**src/srd_pkg.sv**
```systemverilog
/*
 * srd_pkg: constants and types for the supply reset delay generator.
 * Assumes a single core clock of 125 MHz; all timing counts derive from it.
 */
package srd_pkg;

	// ==========================================================================
	// timebase
	// ==========================================================================
	localparam int unsigned CLK_HZ = 125000000;
	localparam int unsigned CLK_PERIOD_NS = 8;

	// release delay options, in milliseconds
	localparam int unsigned DELAY_A_MS = 50;
	localparam int unsigned DELAY_B_MS = 100;
	localparam int unsigned DELAY_D_MS = 200;

	// cycle counts for each option (exact: 125000 cycles per ms)
	localparam int unsigned CYC_PER_MS = CLK_HZ / 1000;
	localparam int unsigned DELAY_A_CYC = DELAY_A_MS * CYC_PER_MS;
	localparam int unsigned DELAY_B_CYC = DELAY_B_MS * CYC_PER_MS;
	localparam int unsigned DELAY_D_CYC = DELAY_D_MS * CYC_PER_MS;

	// least time a dip must persist to count as sustained, in ns
	localparam int unsigned GLITCH_NS = 10000;
	localparam int unsigned GLITCH_CYC_RAW = (GLITCH_NS + CLK_PERIOD_NS - 1) / CLK_PERIOD_NS;
	localparam int unsigned GLITCH_CYC = (GLITCH_CYC_RAW < 1) ? 1 : GLITCH_CYC_RAW;

	localparam int CNT_W = 25;
	localparam int FLT_W = 11;

	// ==========================================================================
	// types
	// ==========================================================================
	typedef enum logic [1:0] {
		SRD_DLY_A = 2'h0,
		SRD_DLY_B = 2'h1,
		SRD_DLY_D = 2'h2
	} srd_delay_t;

	typedef enum logic [2:0] {
		SRD_ST_HOLD = 3'h1,
		SRD_ST_COUNT = 3'h2,
		SRD_ST_RUN = 3'h4
	} srd_state_t;

	// raw reset causes, carried together
	typedef struct packed {
		logic below_threshold;
		logic manual_reset_request_n;
	} srd_cause_t;

	// delay option to terminal count
	function automatic logic [CNT_W-1:0] srd_delay_cycles(input srd_delay_t sel);
		logic [CNT_W-1:0] c;
		c = CNT_W'(DELAY_A_CYC);
		case (sel)
			SRD_DLY_B: c = CNT_W'(DELAY_B_CYC);
			SRD_DLY_D: c = CNT_W'(DELAY_D_CYC);
			default: c = CNT_W'(DELAY_A_CYC);
		endcase
		return c;
	endfunction : srd_delay_cycles

endpackage : srd_pkg

```
**src/srd_reset_gen.sv**
```systemverilog
/*
 * srd_reset_gen: reset release delay generator for a supply detector.
 * Assumes the comparator indication and manual request come from outside the
 * clock domain, and that i_resetn is tied to the supply good indication.
 */
// Operation
// - With the active-low option, the reset output goes low while the supply is below threshold.
// - With the inverting option, the reset output goes high instead while the supply is below threshold.
// - After the supply recovers or manual reset is withdrawn, reset stays asserted for the release delay.
// - The manual reset request is active low and asserts reset while held low.
// - Brief supply dips are ignored; only a sustained low supply asserts reset.
// - The release delay option A, B or D selects 50, 100 or 200 ms as the terminal count.
// - The delay count is exact to the clock, well inside five percent of nominal.
`timescale 1ns/1ps
module srd_reset_gen #(
	parameter srd_pkg::srd_delay_t DELAY_SEL = srd_pkg::SRD_DLY_A,
	parameter bit INVERT_OUT = 1'b0,
	parameter int unsigned GLITCH_CYCLES = srd_pkg::GLITCH_CYC,
	parameter int unsigned DELAY_A_CYCLES = srd_pkg::DELAY_A_CYC,
	parameter int unsigned DELAY_B_CYCLES = srd_pkg::DELAY_B_CYC,
	parameter int unsigned DELAY_D_CYCLES = srd_pkg::DELAY_D_CYC
) (
	input wire logic i_core_clk,
	input wire logic i_resetn,
	input wire srd_pkg::srd_cause_t i_cause,
	output logic o_reset,
	output logic o_reset_active
);
	import srd_pkg::*;

	// ==========================================================================
	// input synchronisers
	// ==========================================================================
	srd_cause_t sync1_r;
	srd_cause_t sync2_r;

	// the first stage feeds only the second; power-up treats supply as low
	always_ff @(posedge i_core_clk or negedge i_resetn) begin
		if (!i_resetn) begin
			sync1_r <= '{below_threshold: 1'b1, manual_reset_request_n: 1'b1};
			sync2_r <= '{below_threshold: 1'b1, manual_reset_request_n: 1'b1};
		end else begin
			sync1_r <= i_cause;
			sync2_r <= sync1_r;
		end
	end

	// ==========================================================================
	// dip filter
	// ==========================================================================
	logic [FLT_W-1:0] flt_cnt_r;
	logic [FLT_W-1:0] flt_cnt_nxt;
	logic low_r;
	logic low_nxt;

	// a low supply must persist GLITCH_CYCLES before it counts; recovery is immediate
	always_comb begin
		flt_cnt_nxt = '0;
		low_nxt = low_r;
		if (!sync2_r.below_threshold) begin
			low_nxt = 1'b0;
		end else if (!low_r) begin
			if (flt_cnt_r >= FLT_W'(GLITCH_CYCLES - 1)) begin
				low_nxt = 1'b1;
			end else begin
				flt_cnt_nxt = flt_cnt_r + FLT_W'(1);
			end
		end
	end

	always_ff @(posedge i_core_clk or negedge i_resetn) begin
		if (!i_resetn) begin
			flt_cnt_r <= '0;
			low_r <= 1'b1;
		end else begin
			flt_cnt_r <= flt_cnt_nxt;
			low_r <= low_nxt;
		end
	end

	// ==========================================================================
	// release delay sequencer
	// ==========================================================================
	srd_state_t state_r;
	srd_state_t state_nxt;
	logic [CNT_W-1:0] dly_cnt_r;
	logic [CNT_W-1:0] dly_cnt_nxt;
	logic [CNT_W-1:0] term_cnt;
	logic cause;

	// terminal count fixed at build time by the option letter
	always_comb begin
		case (DELAY_SEL)
			SRD_DLY_B: term_cnt = CNT_W'(DELAY_B_CYCLES);
			SRD_DLY_D: term_cnt = CNT_W'(DELAY_D_CYCLES);
			default: term_cnt = CNT_W'(DELAY_A_CYCLES);
		endcase
	end

	assign cause = low_r | ~sync2_r.manual_reset_request_n;

	// any cause returns to hold, so the next release restarts the full count
	always_comb begin
		state_nxt = state_r;
		dly_cnt_nxt = dly_cnt_r;
		case (state_r)
			SRD_ST_HOLD: begin
				dly_cnt_nxt = '0;
				if (!cause) begin
					state_nxt = SRD_ST_COUNT;
				end
			end
			SRD_ST_COUNT: begin
				if (cause) begin
					state_nxt = SRD_ST_HOLD;
					dly_cnt_nxt = '0;
				end else if (dly_cnt_r >= term_cnt - CNT_W'(1)) begin
					state_nxt = SRD_ST_RUN;
				end else begin
					dly_cnt_nxt = dly_cnt_r + CNT_W'(1);
				end
			end
			SRD_ST_RUN: begin
				dly_cnt_nxt = '0;
				if (cause) begin
					state_nxt = SRD_ST_HOLD;
				end
			end
			default: begin
				state_nxt = SRD_ST_HOLD;
				dly_cnt_nxt = '0;
			end
		endcase
	end

	always_ff @(posedge i_core_clk or negedge i_resetn) begin
		if (!i_resetn) begin
			state_r <= SRD_ST_HOLD;
			dly_cnt_r <= '0;
		end else begin
			state_r <= state_nxt;
			dly_cnt_r <= dly_cnt_nxt;
		end
	end

	// ==========================================================================
	// output
	// ==========================================================================
	logic out_r;
	logic out_nxt;

	// registered so the pin never glitches during state changes
	always_comb begin
		if (INVERT_OUT) begin
			out_nxt = (state_nxt != SRD_ST_RUN);
		end else begin
			out_nxt = (state_nxt == SRD_ST_RUN);
		end
	end

	always_ff @(posedge i_core_clk or negedge i_resetn) begin
		if (!i_resetn) begin
			out_r <= INVERT_OUT;
		end else begin
			out_r <= out_nxt;
		end
	end

	assign o_reset = out_r;
	assign o_reset_active = (state_r != SRD_ST_RUN);

endmodule : srd_reset_gen

```
**config.mk**
```make
export PLATFORM = sky130hd
export DESIGN_NAME = srd_reset_gen
export DESIGN_NICKNAME = d
export VERILOG_FILES = /design/src/srd_pkg.sv /design/src/srd_reset_gen.sv
export SDC_FILE = /design/constraint.sdc
export NUM_CORES = 1
export LEC_CHECK = 0
export BUFFER_PORTS_ARGS = -buffer_cell sky130_fd_sc_hd__buf_2
export CORE_MARGIN = 3
export CORE_UTILIZATION = 55
export DETAILED_ROUTE_END_ITERATION = 10
export HOLD_SLACK_MARGIN = 0.12
export PLACE_DENSITY = 0.81
export SETUP_SLACK_MARGIN = 0.1
export SLEW_MARGIN = 15
export SYNTH_ARGS = -nofsm -noshare
export SYNTH_HDL_FRONTEND = slang
export SYNTH_SLANG_ARGS = --single-unit
```
**constraint.sdc**
```tcl
create_clock -name i_core_clk -period 3.9 [get_ports i_core_clk]
set_input_delay 0.39 -clock i_core_clk [delete_from_list [all_inputs] [get_ports i_core_clk]]
set_output_delay 0.39 -clock i_core_clk [all_outputs]
set_load 0.05 [all_outputs]
```
* Word level (Yosys, flattened, before mapping) *
Index checks and enable logic that the tools add are counted.

word-level totals
  flip-flop bits (word level) = 45
  bits in latches = 0
  bits in writable memories = 0
  bits in read-only memories = 0
  input port bits = 4
  output and inout port bits = 2
  memories = 0

cells by class
  add/subtract/negate cells = 2
  multiply operators = 0
  divide/modulo/power cells = 0
  order comparisons = 2
  equal/unequal tests = 6
  shifts and indexed selects = 0
  multiplexer cells = 14
  bitwise logic cells = 2
  reductions and logical operators = 0

operators with widths
  cell                                                                                    count
  25-bit two-way mux                                                                      3
  11-bit two-way mux                                                                      3
  25-bit by 1-bit adder with 25-bit output (second input constant)                        1
  25-bit by 23-bit greater-or-equal comparator with 1-bit output (second input constant)  1
  3-bit two-way mux                                                                       4
  11-bit by 1-bit adder with 11-bit output (second input constant)                        1
  11-bit greater-or-equal comparator (second input constant)                              1
  3-bit one-hot mux with 3 select lines                                                   1
  3-bit equality test (second input constant)                                             2
  3-bit != test (second input constant)                                                   2
  3-bit by 1-bit equality test with 1-bit output (second input constant)                  1
  3-bit by 2-bit equality test with 1-bit output (second input constant)                  1
  1-bit two-way mux                                                                       3
  1-bit inverter                                                                          1
  1-bit OR                                                                                1

* Longest topological paths before layout *
Gate-level depths: netlist of run 1.

  word-level depth = 5
  mapped depth = 8

* Least setup slack after synthesis of run 1 *
Ideal clock, no wire load.

  kind = register -> register
  from = register dly_cnt_r[21]
  to = register dly_cnt_r[18]
  data arrival time = 1.896 ns
  data required time = 3.822 ns
  setup slack = 1.926 ns
  cell stages (with the launch flop) = 7
  buffers on the path = 1
  clock period less this slack = 1.974 ns
  cell sequence = dfrtp_1 a211oi_4 nand2_1 o31a_1 buf_2 or4_1 a21oi_1

between the ends
  longest elaborated chain between the ends = 2

RTL lines
  item                                                            RTL line              source
  start, declared                                                 srd_reset_gen.sv:86   logic [CNT_W-1:0] dly_cnt_r;
  start signal, assigned                                          srd_reset_gen.sv:142  dly_cnt_r <= dly_cnt_nxt;
  25-bit by 23-bit greater-or-equal comparator with 1-bit output  srd_reset_gen.sv:117  end else if (dly_cnt_r >= term_cnt - CNT_W'(1)) begin
  3-bit != test (no source line)                                  --

Every way passes these cells.
A chain may end at the register's enable or synchronous reset.

* Final worst setup path of run 1 *
  from = register dly_cnt_r[21]
  to = register dly_cnt_r[16]

The elaborated chain is that of the path after synthesis.

==> flow_metrics.tcl, run 1 <==
set metrics [dict create \
    status "complete, no violations" \
    syn-num-nets 246 \
    grt.total_usage_pct 19.4 \
    global_route_wire_length_before_repair_mm 7.87 \
    timing.critical_path.cells "a211oi_4 > nand2_1 > o31a_1 > or4_1 > mux2i_1" \
    num-nets-final 249 \
    synth_warnings 0 \
    fin_area_um2 2430 \
    die_h_um 70.6 \
    std_cell_rows 22 \
    vdd_ir_drop_max_mv 0.200 \
    power.static_leakage_nw 1.01 \
    detail_route.wl_per_cell_um 15.2 \
    cts.hold.buffers_added 0 \
    cts_tree "built" \
    layout_worst_path_cycle_share_pct 62.7 \
    floorplan.die_area_um2 4980 \
    worst_slew_pin_slew_ns 0.968 \
    endpoint_kind "register" \
    synth_async_sr_flop_share_pct 100 \
    drtIter0Drc 229 \
    synth-seq-cells 45 \
    die_x_um 70.6 \
    multi_input_area_um2 1110 \
    hold_class "input pin to register" \
    place.port_buffers 5 \
    final_layout_size_suffix_gt1_share_pct 8.64 \
    maxSlewHeadroom_pct 35.4 \
    synth_area_per_cell_um2 9.60 \
    finalSetupViolations 0 \
    drv_cap 0 \
    detailedPlacementHpwl_mm 3.03 \
    timing.critical_path.required_ns 4.08 \
    detail-route-antenna-nets 0 \
    grt_start_max_net_pins 46 \
    netlist-cell-type-count 41 \
    timing.critical_path.slowest_stage_cell "sky130_fd_sc_hd__or4_1" \
    route.detailed.vias_per_inst 6.08 \
    floorplan.core_area_um2 3830 \
    pd_cells_nw_per_um2 330 \
    synth.area.top_cells "sky130_fd_sc_hd__dfrtp_1, sky130_fd_sc_hd__dfstp_2, sky130_fd_sc_hd__nand2_1" \
    routed-via-count 1770 \
    achievable-frequency_ghz 0.409 \
    htreeDepth 2 \
    worst_setup_path_start_kind "register" \
    cts.clk_slew.worst_paths_ns 0.08 \
    wl_mm 4.42 \
    remaining_drc_errors 0 \
    synth_commonest_cells "sky130_fd_sc_hd__dfrtp_1, sky130_fd_sc_hd__nand2_1, sky130_fd_sc_hd__nor2_1" \
    place_area_um2 2350 \
    post_cts_resized 0 \
    vias_in_the_first_global_route 1690 \
    clock_insertion_delay_worst_skew_ns 0.30 \
    starting_density_of_the_core_pct 59.9 \
    critPathMaxFanout 30 \
    cts_buffers 5 \
    insertedDiodeCount 0 \
    synth_top_area_share_pct 42.6 \
    gr-total-overflow 0 \
    top_level_port_count 6 \
    synth_ff_type "sky130_fd_sc_hd__dfrtp_1" \
    number_of_antenna_violations_at_the_first_check_in_global_routing 0 \
    synth.cell_area_um2 2290 \
    synth_top_area_cell "sky130_fd_sc_hd__dfrtp_1" \
    tns_setup_ns 0 \
    clock_tree.root_cell "sky130_fd_sc_hd__clkbuf_8" \
    worst_clock_skew_ns 0.00717 \
    critical_path.top_delay_family "compound AO/OA/AOI/OAI gates" \
    rsz0062_at_grt "no" \
    clkSinkCount 45 \
    cts-root-to-sink-buffers 2 \
    synth-edff-count 0 \
    cp_slowest_stage_delay_ns 0.65 \
    cp.buffers_inverters 0 \
    final_period_minus_worst_setup_slack_ns 2.45 \
    n_fill_cell 329 \
    place_congestion 0.845 \
    sequential_cell_area_um2 1130 \
    area_delta_synth_final_pct 6.16 \
    setup.worst_path.class "register to register" \
    synth-seq-area-share_pct 49.4 \
    synthMostInstantiatedCell "sky130_fd_sc_hd__dfrtp_1" \
    cp_data_arrival_time_ns 2.63 \
    final_max_tran_viols 0 \
    postCtsSetupBuffers 0 \
    drtPass1Iterations 4 \
    final_util_pct 63.6 \
    synth_cells 239 \
    finalHoldViolations 0 \
]
registers in the layout (all words and copies together) (netlist names):
signal	flops
state_r	3
dly_cnt_r	25
flt_cnt_r	11
o_reset	1
low_r	1
sync2_r	2
sync1_r	2
layer usage:
layer,part of all wire [%],up-vias,global-route usage (%)
met4,1.1,0,5.01
met5,0,-,0
li1,-,874,-
met3,3.9,7,4.69
met2,47,29,29.7
met1,48,860,28.0
final timing paths:
path / slack, ns / from / to / cells past startpoint
hold / removal: 0.18 / i_cause[1] / sync1_r[1] / 1
setup reg to reg: 1.45 / dly_cnt_r[21] / dly_cnt_r[16] / 5
hold reg to reg: 0.36 / sync1_r[1] / sync2_r[1] / 0
min in group asynchronous: 0.24 / i_resetn / o_reset / 1
max in group asynchronous: 3.05 / i_resetn / dly_cnt_r[16] / 1
setup / recovery: 1.45 / dly_cnt_r[21] / dly_cnt_r[16] / 5
stage by stage:
stage | hold WS [ns] | total power, mW | setup WS (ns) | std cells
after floorplan | 0.0944 | 0.514 | 1.93 | 239
after global placement | 0.345 | 0.529 | 1.56 | 283
after detailed placement | 0.347 | 0.531 | 1.47 | 283
after CTS | 0.176 | 0.816 | 1.46 | 291
after global routing | 0.167 | 0.845 | 1.30 | 291
final | 0.184 | 0.804 | 1.45 | 291
power breakdown:
part / switching, mW / internal (mW) / total [mW]
combinational: 0.0239 / 0.0113 / 0.0352
clock: 0.157 / 0.126 / 0.283
sequential: 0.00860 / 0.477 / 0.486
cell type report:
class	instances	area share (%)
Sequential cell	45	46.6
Multi-Input combinational cell	180	45.4
Clock buffer	6	2.98
Tap cell	48	2.47
Timing Repair Buffer	6	1.34
Clock inverter	2	0.617
Inverter	4	0.617
layout by cell type (no fill, tap or decap), types with 2 or more instances in the layout:
cell type	count
sky130_fd_sc_hd__nor4_1	3
sky130_fd_sc_hd__o32ai_1	2
sky130_fd_sc_hd__or3_1	9
sky130_fd_sc_hd__xnor2_1	3
sky130_fd_sc_hd__o31ai_1	3
sky130_fd_sc_hd__clkbuf_8	5
sky130_fd_sc_hd__and2_1	7
sky130_fd_sc_hd__a21oi_1	14
sky130_fd_sc_hd__nand3_1	16
sky130_fd_sc_hd__ha_1	3
sky130_fd_sc_hd__nand4_1	6
sky130_fd_sc_hd__nor2_1	19
sky130_fd_sc_hd__o211ai_1	7
sky130_fd_sc_hd__or4_1	6
sky130_fd_sc_hd__nor2b_1	3
sky130_fd_sc_hd__and3_1	4
sky130_fd_sc_hd__buf_2	5
sky130_fd_sc_hd__and4_1	3
sky130_fd_sc_hd__clkinvlp_4	2
sky130_fd_sc_hd__dfrtp_1	39
sky130_fd_sc_hd__o21ai_1	13
sky130_fd_sc_hd__nand2b_1	8
sky130_fd_sc_hd__dfstp_2	6
sky130_fd_sc_hd__inv_1	4
sky130_fd_sc_hd__xor2_1	7
sky130_fd_sc_hd__nand2_1	23
sky130_fd_sc_hd__mux2i_1	6
logic make-up after synthesis:
kind of cell | Yosys count | share of synthesized area [%]
xor+xnor | 10 | 3.82
fa+ha+maj | 3 | 1.64
simple gates | 113 | 26.6
buf+inv | 14 | 2.35
mux | 6 | 2.62
compound gates | 48 | 13.5
flops | 45 | 49.4
Power figures use the tool's default switching activity.
==> run 2, diff against run 1 <==
PLACE_DENSITY = 0.83   (was 0.81)
clock period = 1.97 ns   (was 3.9 ns; I/O delays follow)
==> run 2 against run 1 <==
  * The run now ends with negative setup slack left
  * Maximum frequency increased by 21%
  * Via count grew 9.4%
  * Sequential power up 98%
  * Setup slack got worse by 1.5 ns
  * Non-clock buffer count rose by 27
  * Die area is the same
  * Clock power rose to 2.9 times the previous value
  * Routed wire length increased by 17%
==> flow_metrics.tcl, run 2 (same netlist as run 1, synthesis figures left out) <==
set metrics [dict create \
    status "complete, but fails checks" \
    violations "negative setup slack" \
    cts-root-to-sink-buffers 2 \
    worst_slew_pin_slew_ns 0.526 \
    num-nets-final 276 \
    achievable-frequency_ghz 0.495 \
    setup.worst_path.class "register to register" \
    floorplan.die_area_um2 4980 \
    final_util_pct 72.8 \
    gr-total-overflow 0 \
    starting_density_of_the_core_pct 59.9 \
    routedLengthMet1_mm 2.25 \
    endpoint_kind "register" \
    net-switching-power_uw 376 \
    critical-path-top-cell-by-count "sky130_fd_sc_hd__buf_4" \
    detail-route-antenna-nets 0 \
    drtIter0Drc 251 \
    cts_tree "built" \
    r2r_start "dly_cnt_r[22]" \
    worst_r2r_endpoint "dly_cnt_r[21]" \
    route.detailed.vias_per_inst 6.09 \
    hold_class "register to register" \
    final_cell_mix "sky130_fd_sc_hd__dfrtp_1, sky130_fd_sc_hd__nand2_1, sky130_fd_sc_hd__buf_4, sky130_fd_sc_hd__nor2_1, sky130_fd_sc_hd__nand3_1" \
    final_period_minus_worst_setup_slack_ns 2.02 \
    power_frac_clock_pct 43.5 \
    remaining_drc_errors 0 \
    clock_insertion_delay_worst_skew_ns 0.29 \
    cts.clk_slew.worst_paths_ns 0.09 \
    most_frequent_standard_cell_in_the_layout_excluding_fill_and_tap_cells "sky130_fd_sc_hd__dfrtp_1" \
    final_max_tran_viols 0 \
    hold-path-cell-count 0 \
    critPathMaxFanout 7 \
    insertedDiodeCount 0 \
    endpoint "dly_cnt_r[21]" \
    worst_setup_path_start_kind "register" \
    ff2ff_setup_slack_ns -0.05 \
    pwr-share-seq_pct 51.7 \
    grt.total_usage_pct 20.4 \
    cp_slowest_stage_delay_ns 0.45 \
    detailedPlacementHpwl_mm 3.22 \
    wl_mm 5.17 \
    route.met3.wl_um 308 \
    worst_setup_path_startpoint "dly_cnt_r[22]" \
    number_of_antenna_violations_at_the_first_check_in_global_routing 0 \
    total_power_mw 1.86 \
    highest_metal_used "met4" \
    finalHoldViolations 0 \
    drv_cap 0 \
    sw_frac_of_total_pct 20.2 \
    reg_top3 "dly_cnt_r: 25 flops, flt_cnt_r: 11 flops, state_r: 3 flops" \
    drtPass1Iterations 4 \
    area_delta_synth_final_pct 21.4 \
    vias_in_the_first_global_route 1818 \
    htreeDepth 2 \
    pd_cells_nw_per_um2 668 \
    worst_clock_skew_ns 0.00779 \
    timing.critical_path.required_ns 2.20 \
    met2RoutedLength_mm 2.53 \
    place_congestion 0.807 \
    rsz0062_at_grt "yes" \
    die_x_um 70.6 \
    timing.critical_path.cells "buf_4 > nor2b_1 > o31a_1 > buf_4 > buf_6 > or3_1 > a21oi_1" \
    internal_power_mw 1.48 \
    post-route-worst-setup-slack_ns -0.0512 \
    cp_data_arrival_time_ns 2.25 \
    floorplan.core_area_um2 3830 \
    rr_worst_depth 7 \
    layout_worst_path_cycle_share_pct 103 \
    power.static_leakage_nw 1.19 \
    clkSinkCount 45 \
    hold-worst-slack_ns 0.361 \
    maxSlewHeadroom_pct 64.9 \
    cts_buffers 5 \
    detail_route.wl_per_cell_um 16.3 \
    std_cell_rows 22 \
    largest_reg_flops 25 \
    grt_start_max_net_pins 29 \
    place.port_buffers 5 \
    timing.critical_path.slowest_stage_cell "sky130_fd_sc_hd__dfrtp_2" \
    global_route_wire_length_before_repair_mm 8.17 \
    die_h_um 70.6 \
    finalSetupViolations 3 \
    top_level_port_count 6 \
    final_layout_size_suffix_gt1_share_pct 22.2 \
    comb_power_share_pct 4.8 \
    vdd_ir_drop_max_mv 0.362 \
    largest-register "dly_cnt_r" \
    routed-via-count 1936 \
    clock_tree.root_cell "sky130_fd_sc_hd__clkbuf_8" \
]
## run 2: changes by cell type in the layout (fill, tap and decap cells not counted), moves of 2 or more
cell / previous run / this run
sky130_fd_sc_hd__bufinv_16: 0 / 2
sky130_fd_sc_hd__clkinvlp_4: 2 / 0
sky130_fd_sc_hd__buf_4: 1 / 22
sky130_fd_sc_hd__or4_4: 0 / 2
sky130_fd_sc_hd__a21oi_1: 14 / 12
sky130_fd_sc_hd__o31ai_1: 3 / 1
sky130_fd_sc_hd__o31ai_2: 0 / 2
sky130_fd_sc_hd__dfrtp_2: 0 / 2
sky130_fd_sc_hd__dlygate4sd3_1: 0 / 3
sky130_fd_sc_hd__a21oi_2: 0 / 2
sky130_fd_sc_hd__dfrtp_1: 39 / 37
sky130_fd_sc_hd__or4_1: 6 / 4
## run 2: final cells by class
| type | count | area, um^2 |
|---|---|---|
| clock buffers | 5 | 68.8 |
| clock inverters | 3 | 65.1 |
| fillers | 261 | 1040 |
| inverters | 4 | 15.0 |
| multi-input cells | 180 | 1160 |
| flip-flops and latches | 45 | 1140 |
| well taps | 48 | 60.1 |
| repair buffers | 33 | 277 |
## run 2: what timing repair did
action / CTS / global route
resized for setup: 1 / 13
gates cloned: 0 / 2
hold buffers: 3 / 0
pin swaps: 1 / 7
hold endpoints to repair: 23 / 0
endpoints found under the setup margin: 14 / 27
setup buffers: 4 / 2
## run 2: layer usage
layer | up-vias | track usage (%)
li1 | 920 | -
met1 | 929 | 27.5
met2 | 76 | 33.0
met3 | 11 | 3.84
met4 | 0 | 7.31
met5 | - | 0
## run 2: worst max-delay path: cells and delay by family, from the launching register on
| kind | cells | cell delay [ns] |
|---|---|---|
| buffers and inverters | 3 | 0.46 |
| DFF | 1 | 0.45 |
| AOI/OAI and AO/OA | 2 | 0.52 |
| and+or+nand+nor | 2 | 0.52 |
## run 2: worst min path at each step
stage / from / endpoint / slack, ns
after floorplan: i_resetn / dly_cnt_r[0] / -0.1
after global placement: i_resetn / dly_cnt_r[12] / 0.19
after detailed placement: i_resetn / dly_cnt_r[12] / 0.20
after CTS: sync1_r[1] / sync2_r[1] / 0.36
after global routing: sync1_r[1] / sync2_r[1] / 0.36
final: sync1_r[1] / sync2_r[1] / 0.36
## run 2: stage by stage
stage / setup WS (ns) / instances / setup TNS, ns / instance area [um^2]
after global placement: 0.0550 / 299 / 0 / 2480
final: -0.0512 / 318 / -0.0884 / 2790
after global routing: -0.156 / 318 / -0.602 / 2790
after floorplan: 0.0224 / 239 / 0 / 2300
after detailed placement: -0.000823 / 299 / -0.000823 / 2480
after CTS: 0.0307 / 314 / 0 / 2680
## run 2: power by group through the flow
stage | sequential [mW] | combinational (mW) | clock, mW
after floorplan | 0.975 | 0.0420 | 0
after global placement | 0.978 | 0.0798 | 0
after detailed placement | 0.979 | 0.0826 | 0
after CTS | 0.961 | 0.0882 | 0.824
after global routing | 0.965 | 0.103 | 0.858
final | 0.961 | 0.0888 | 0.810
==> run 3, diff against run 2 <==
PLACE_DENSITY = 0.79   (was 0.83)
==> run 3 against run 2 <==
  * The flow now finishes without violations
  * Clock skew hardly changed
  * First-iteration DRC count down 38%
  * Clock power is 28% lower
  * Final cell count decreased by 2.2%
  * Via count fell by 4.3%
  * Global-route usage fell by 0.46 points
  * Highest routed layer unchanged
==> flow_metrics.tcl, run 3 (same netlist as run 1, synthesis figures left out) <==
set metrics [dict create \
    critPathMaxFanout 13 \
    top_level_port_count 6 \
    number_of_antenna_violations_at_the_first_check_in_global_routing 0 \
    drtPass1Iterations 4 \
    final_period_minus_worst_setup_slack_ns 1.96 \
    final_max_tran_viols 0 \
    sequential_cell_area_um2 1140 \
    r2r_start "dly_cnt_r[21]" \
    remaining_drc_errors 0 \
    reg_top3 "dly_cnt_r: 25 flops, flt_cnt_r: 11 flops, state_r: 3 flops" \
    largest-register "dly_cnt_r" \
    layout_worst_path_cycle_share_pct 99.7 \
    rr_worst_depth 6 \
    largest_reg_flops 25 \
    detailedPlacementHpwl_mm 3.11 \
    achievable-frequency_ghz 0.509 \
    worst_slew_pin_slew_ns 0.541 \
    global_route_wire_length_before_repair_mm 8.01 \
    num-nets-final 269 \
    cts_tree "built" \
    cts.clk_slew.worst_paths_ns 0.09 \
    place_congestion 0.840 \
    most_frequent_standard_cell_in_the_layout_excluding_fill_and_tap_cells "sky130_fd_sc_hd__dfrtp_1" \
    hold_class "register to register" \
    area_delta_synth_final_pct 16.5 \
    rsz0062_at_grt "yes" \
    hold-worst-slack_ns 0.361 \
    final_util_pct 69.8 \
    grt.total_usage_pct 19.9 \
    vdd_ir_drop_max_mv 0.421 \
    setup.worst_path.class "register to register" \
    final_cell_mix "sky130_fd_sc_hd__dfrtp_1, sky130_fd_sc_hd__nand2_1, sky130_fd_sc_hd__nor2_1, sky130_fd_sc_hd__nand3_1, sky130_fd_sc_hd__buf_4" \
    starting_density_of_the_core_pct 59.9 \
    endpoint_kind "register" \
    wl_mm 4.81 \
    grt_util_met1_pct 27.4 \
    hold-path-cell-count 0 \
    detail-route-antenna-nets 0 \
    use_met3_pct 5.26 \
    routed-via-count 1852 \
    gr-total-overflow 0 \
    globalRouteMet2Util_pct 30.7 \
    floorplan.core_area_um2 3830 \
    timing.hold.worst.start "sync1_r[0]" \
    floorplan.die_area_um2 4980 \
    cp_data_arrival_time_ns 2.20 \
    final_layout_size_suffix_gt1_share_pct 20.9 \
    power.static_leakage_nw 1.12 \
    worst_setup_path_start_kind "register" \
    timing.critical_path.required_ns 2.21 \
    finalHoldViolations 0 \
    worst_r2r_endpoint "dly_cnt_r[10]" \
    globalRoute.busiestLayer "met2" \
    hold_worst_path_end "sync2_r[0]" \
    die_h_um 70.6 \
    clock_insertion_delay_worst_skew_ns 0.31 \
    status "complete, no violations" \
    worst_clock_skew_ns 0.00804 \
    multi_input_area_um2 1160 \
    clkSinkCount 45 \
    cts-root-to-sink-buffers 2 \
    pd_cells_nw_per_um2 610 \
    insertedDiodeCount 0 \
    detail_route.wl_per_cell_um 15.5 \
    drv_cap 0 \
    vias_in_the_first_global_route 1754 \
    place.port_buffers 5 \
    maxSlewHeadroom_pct 64.0 \
    n_fill_cell 266 \
    cts_buffers 5 \
    htreeDepth 2 \
    ff2ff_setup_slack_ns 0.005 \
    finalSetupViolations 0 \
    std_cell_rows 22 \
    grt_start_max_net_pins 46 \
    drtIter0Drc 156 \
    die_x_um 70.6 \
    route.detailed.vias_per_inst 5.95 \
    clock_tree.root_cell "sky130_fd_sc_hd__clkbuf_8" \
]
-- run 3: worst max path at each step --
stage / start / end / slack (ns)
floorplan: dly_cnt_r[22] / dly_cnt_r[18] / 0.02
global placement: sync2_r[0] / dly_cnt_r[8] / 0.1
detailed placement: dly_cnt_r[22] / dly_cnt_r[20] / 0.03
CTS: dly_cnt_r[10] / dly_cnt_r[10] / 0.06
global route: dly_cnt_r[24] / dly_cnt_r[20] / -0.06
finish: dly_cnt_r[21] / dly_cnt_r[10] / 0.005
-- run 3: report_power, final --
group / switching, mW / leakage, nW / internal [mW]
Combinational: 0.0502 / 0.472 / 0.0349
Clock: 0.332 / 0.0481 / 0.252
Sequential: 0.0165 / 0.601 / 0.944
Total: 0.399 / 1.12 / 1.23
-- run 3: per-stage QoR --
stage | setup slack (ns) | cell area, um^2 | power [mW] | cells | TNS (ns)
global placement | 0.0971 | 2470 | 1.06 | 297 | 0
floorplan | 0.0224 | 2300 | 1.02 | 239 | 0
CTS | 0.0588 | 2610 | 1.64 | 309 | 0
global route | -0.0619 | 2670 | 1.70 | 311 | -0.479
detailed placement | 0.0327 | 2470 | 1.06 | 297 | 0
finish | 0.00501 | 2670 | 1.63 | 311 | 0
-- run 3: layout make-up --
type,instances,area share [%]
multi-input combinational,180,43.4
timing repair buffer,26,7.87
clock buffer,5,2.57
inverter,4,0.562
clock inverter,3,0.843
sequential,45,42.5
tap,48,2.25
-- run 3: worst max-delay path, cell delays in order, from the launching register on --
cell and delay (ns):
sky130_fd_sc_hd__dfrtp_2 0.44, sky130_fd_sc_hd__a211oi_4 0.29, sky130_fd_sc_hd__nand2_1 0.10, sky130_fd_sc_hd__o31a_1 0.35
sky130_fd_sc_hd__buf_6 0.17, sky130_fd_sc_hd__or4_4 0.42, sky130_fd_sc_hd__a21oi_2 0.13
-- run 3: layer usage --
| metal | routed length (um) | part of all wire [%] |
|---|---|---|
| met5 | 0 | 0 |
| met4 | 96 | 2.0 |
| met3 | 223 | 4.6 |
| met2 | 2260 | 47 |
| met1 | 2230 | 46 |
-- run 3: what timing repair did --
item | in CTS | in global routing
setup buffers | 1 | 2
gates resized for setup | 5 | 12
pin swaps | 1 | 3
hold endpoints to repair | 41 | 0
hold buffers | 3 | 0
setup endpoints to repair | 14 | 34
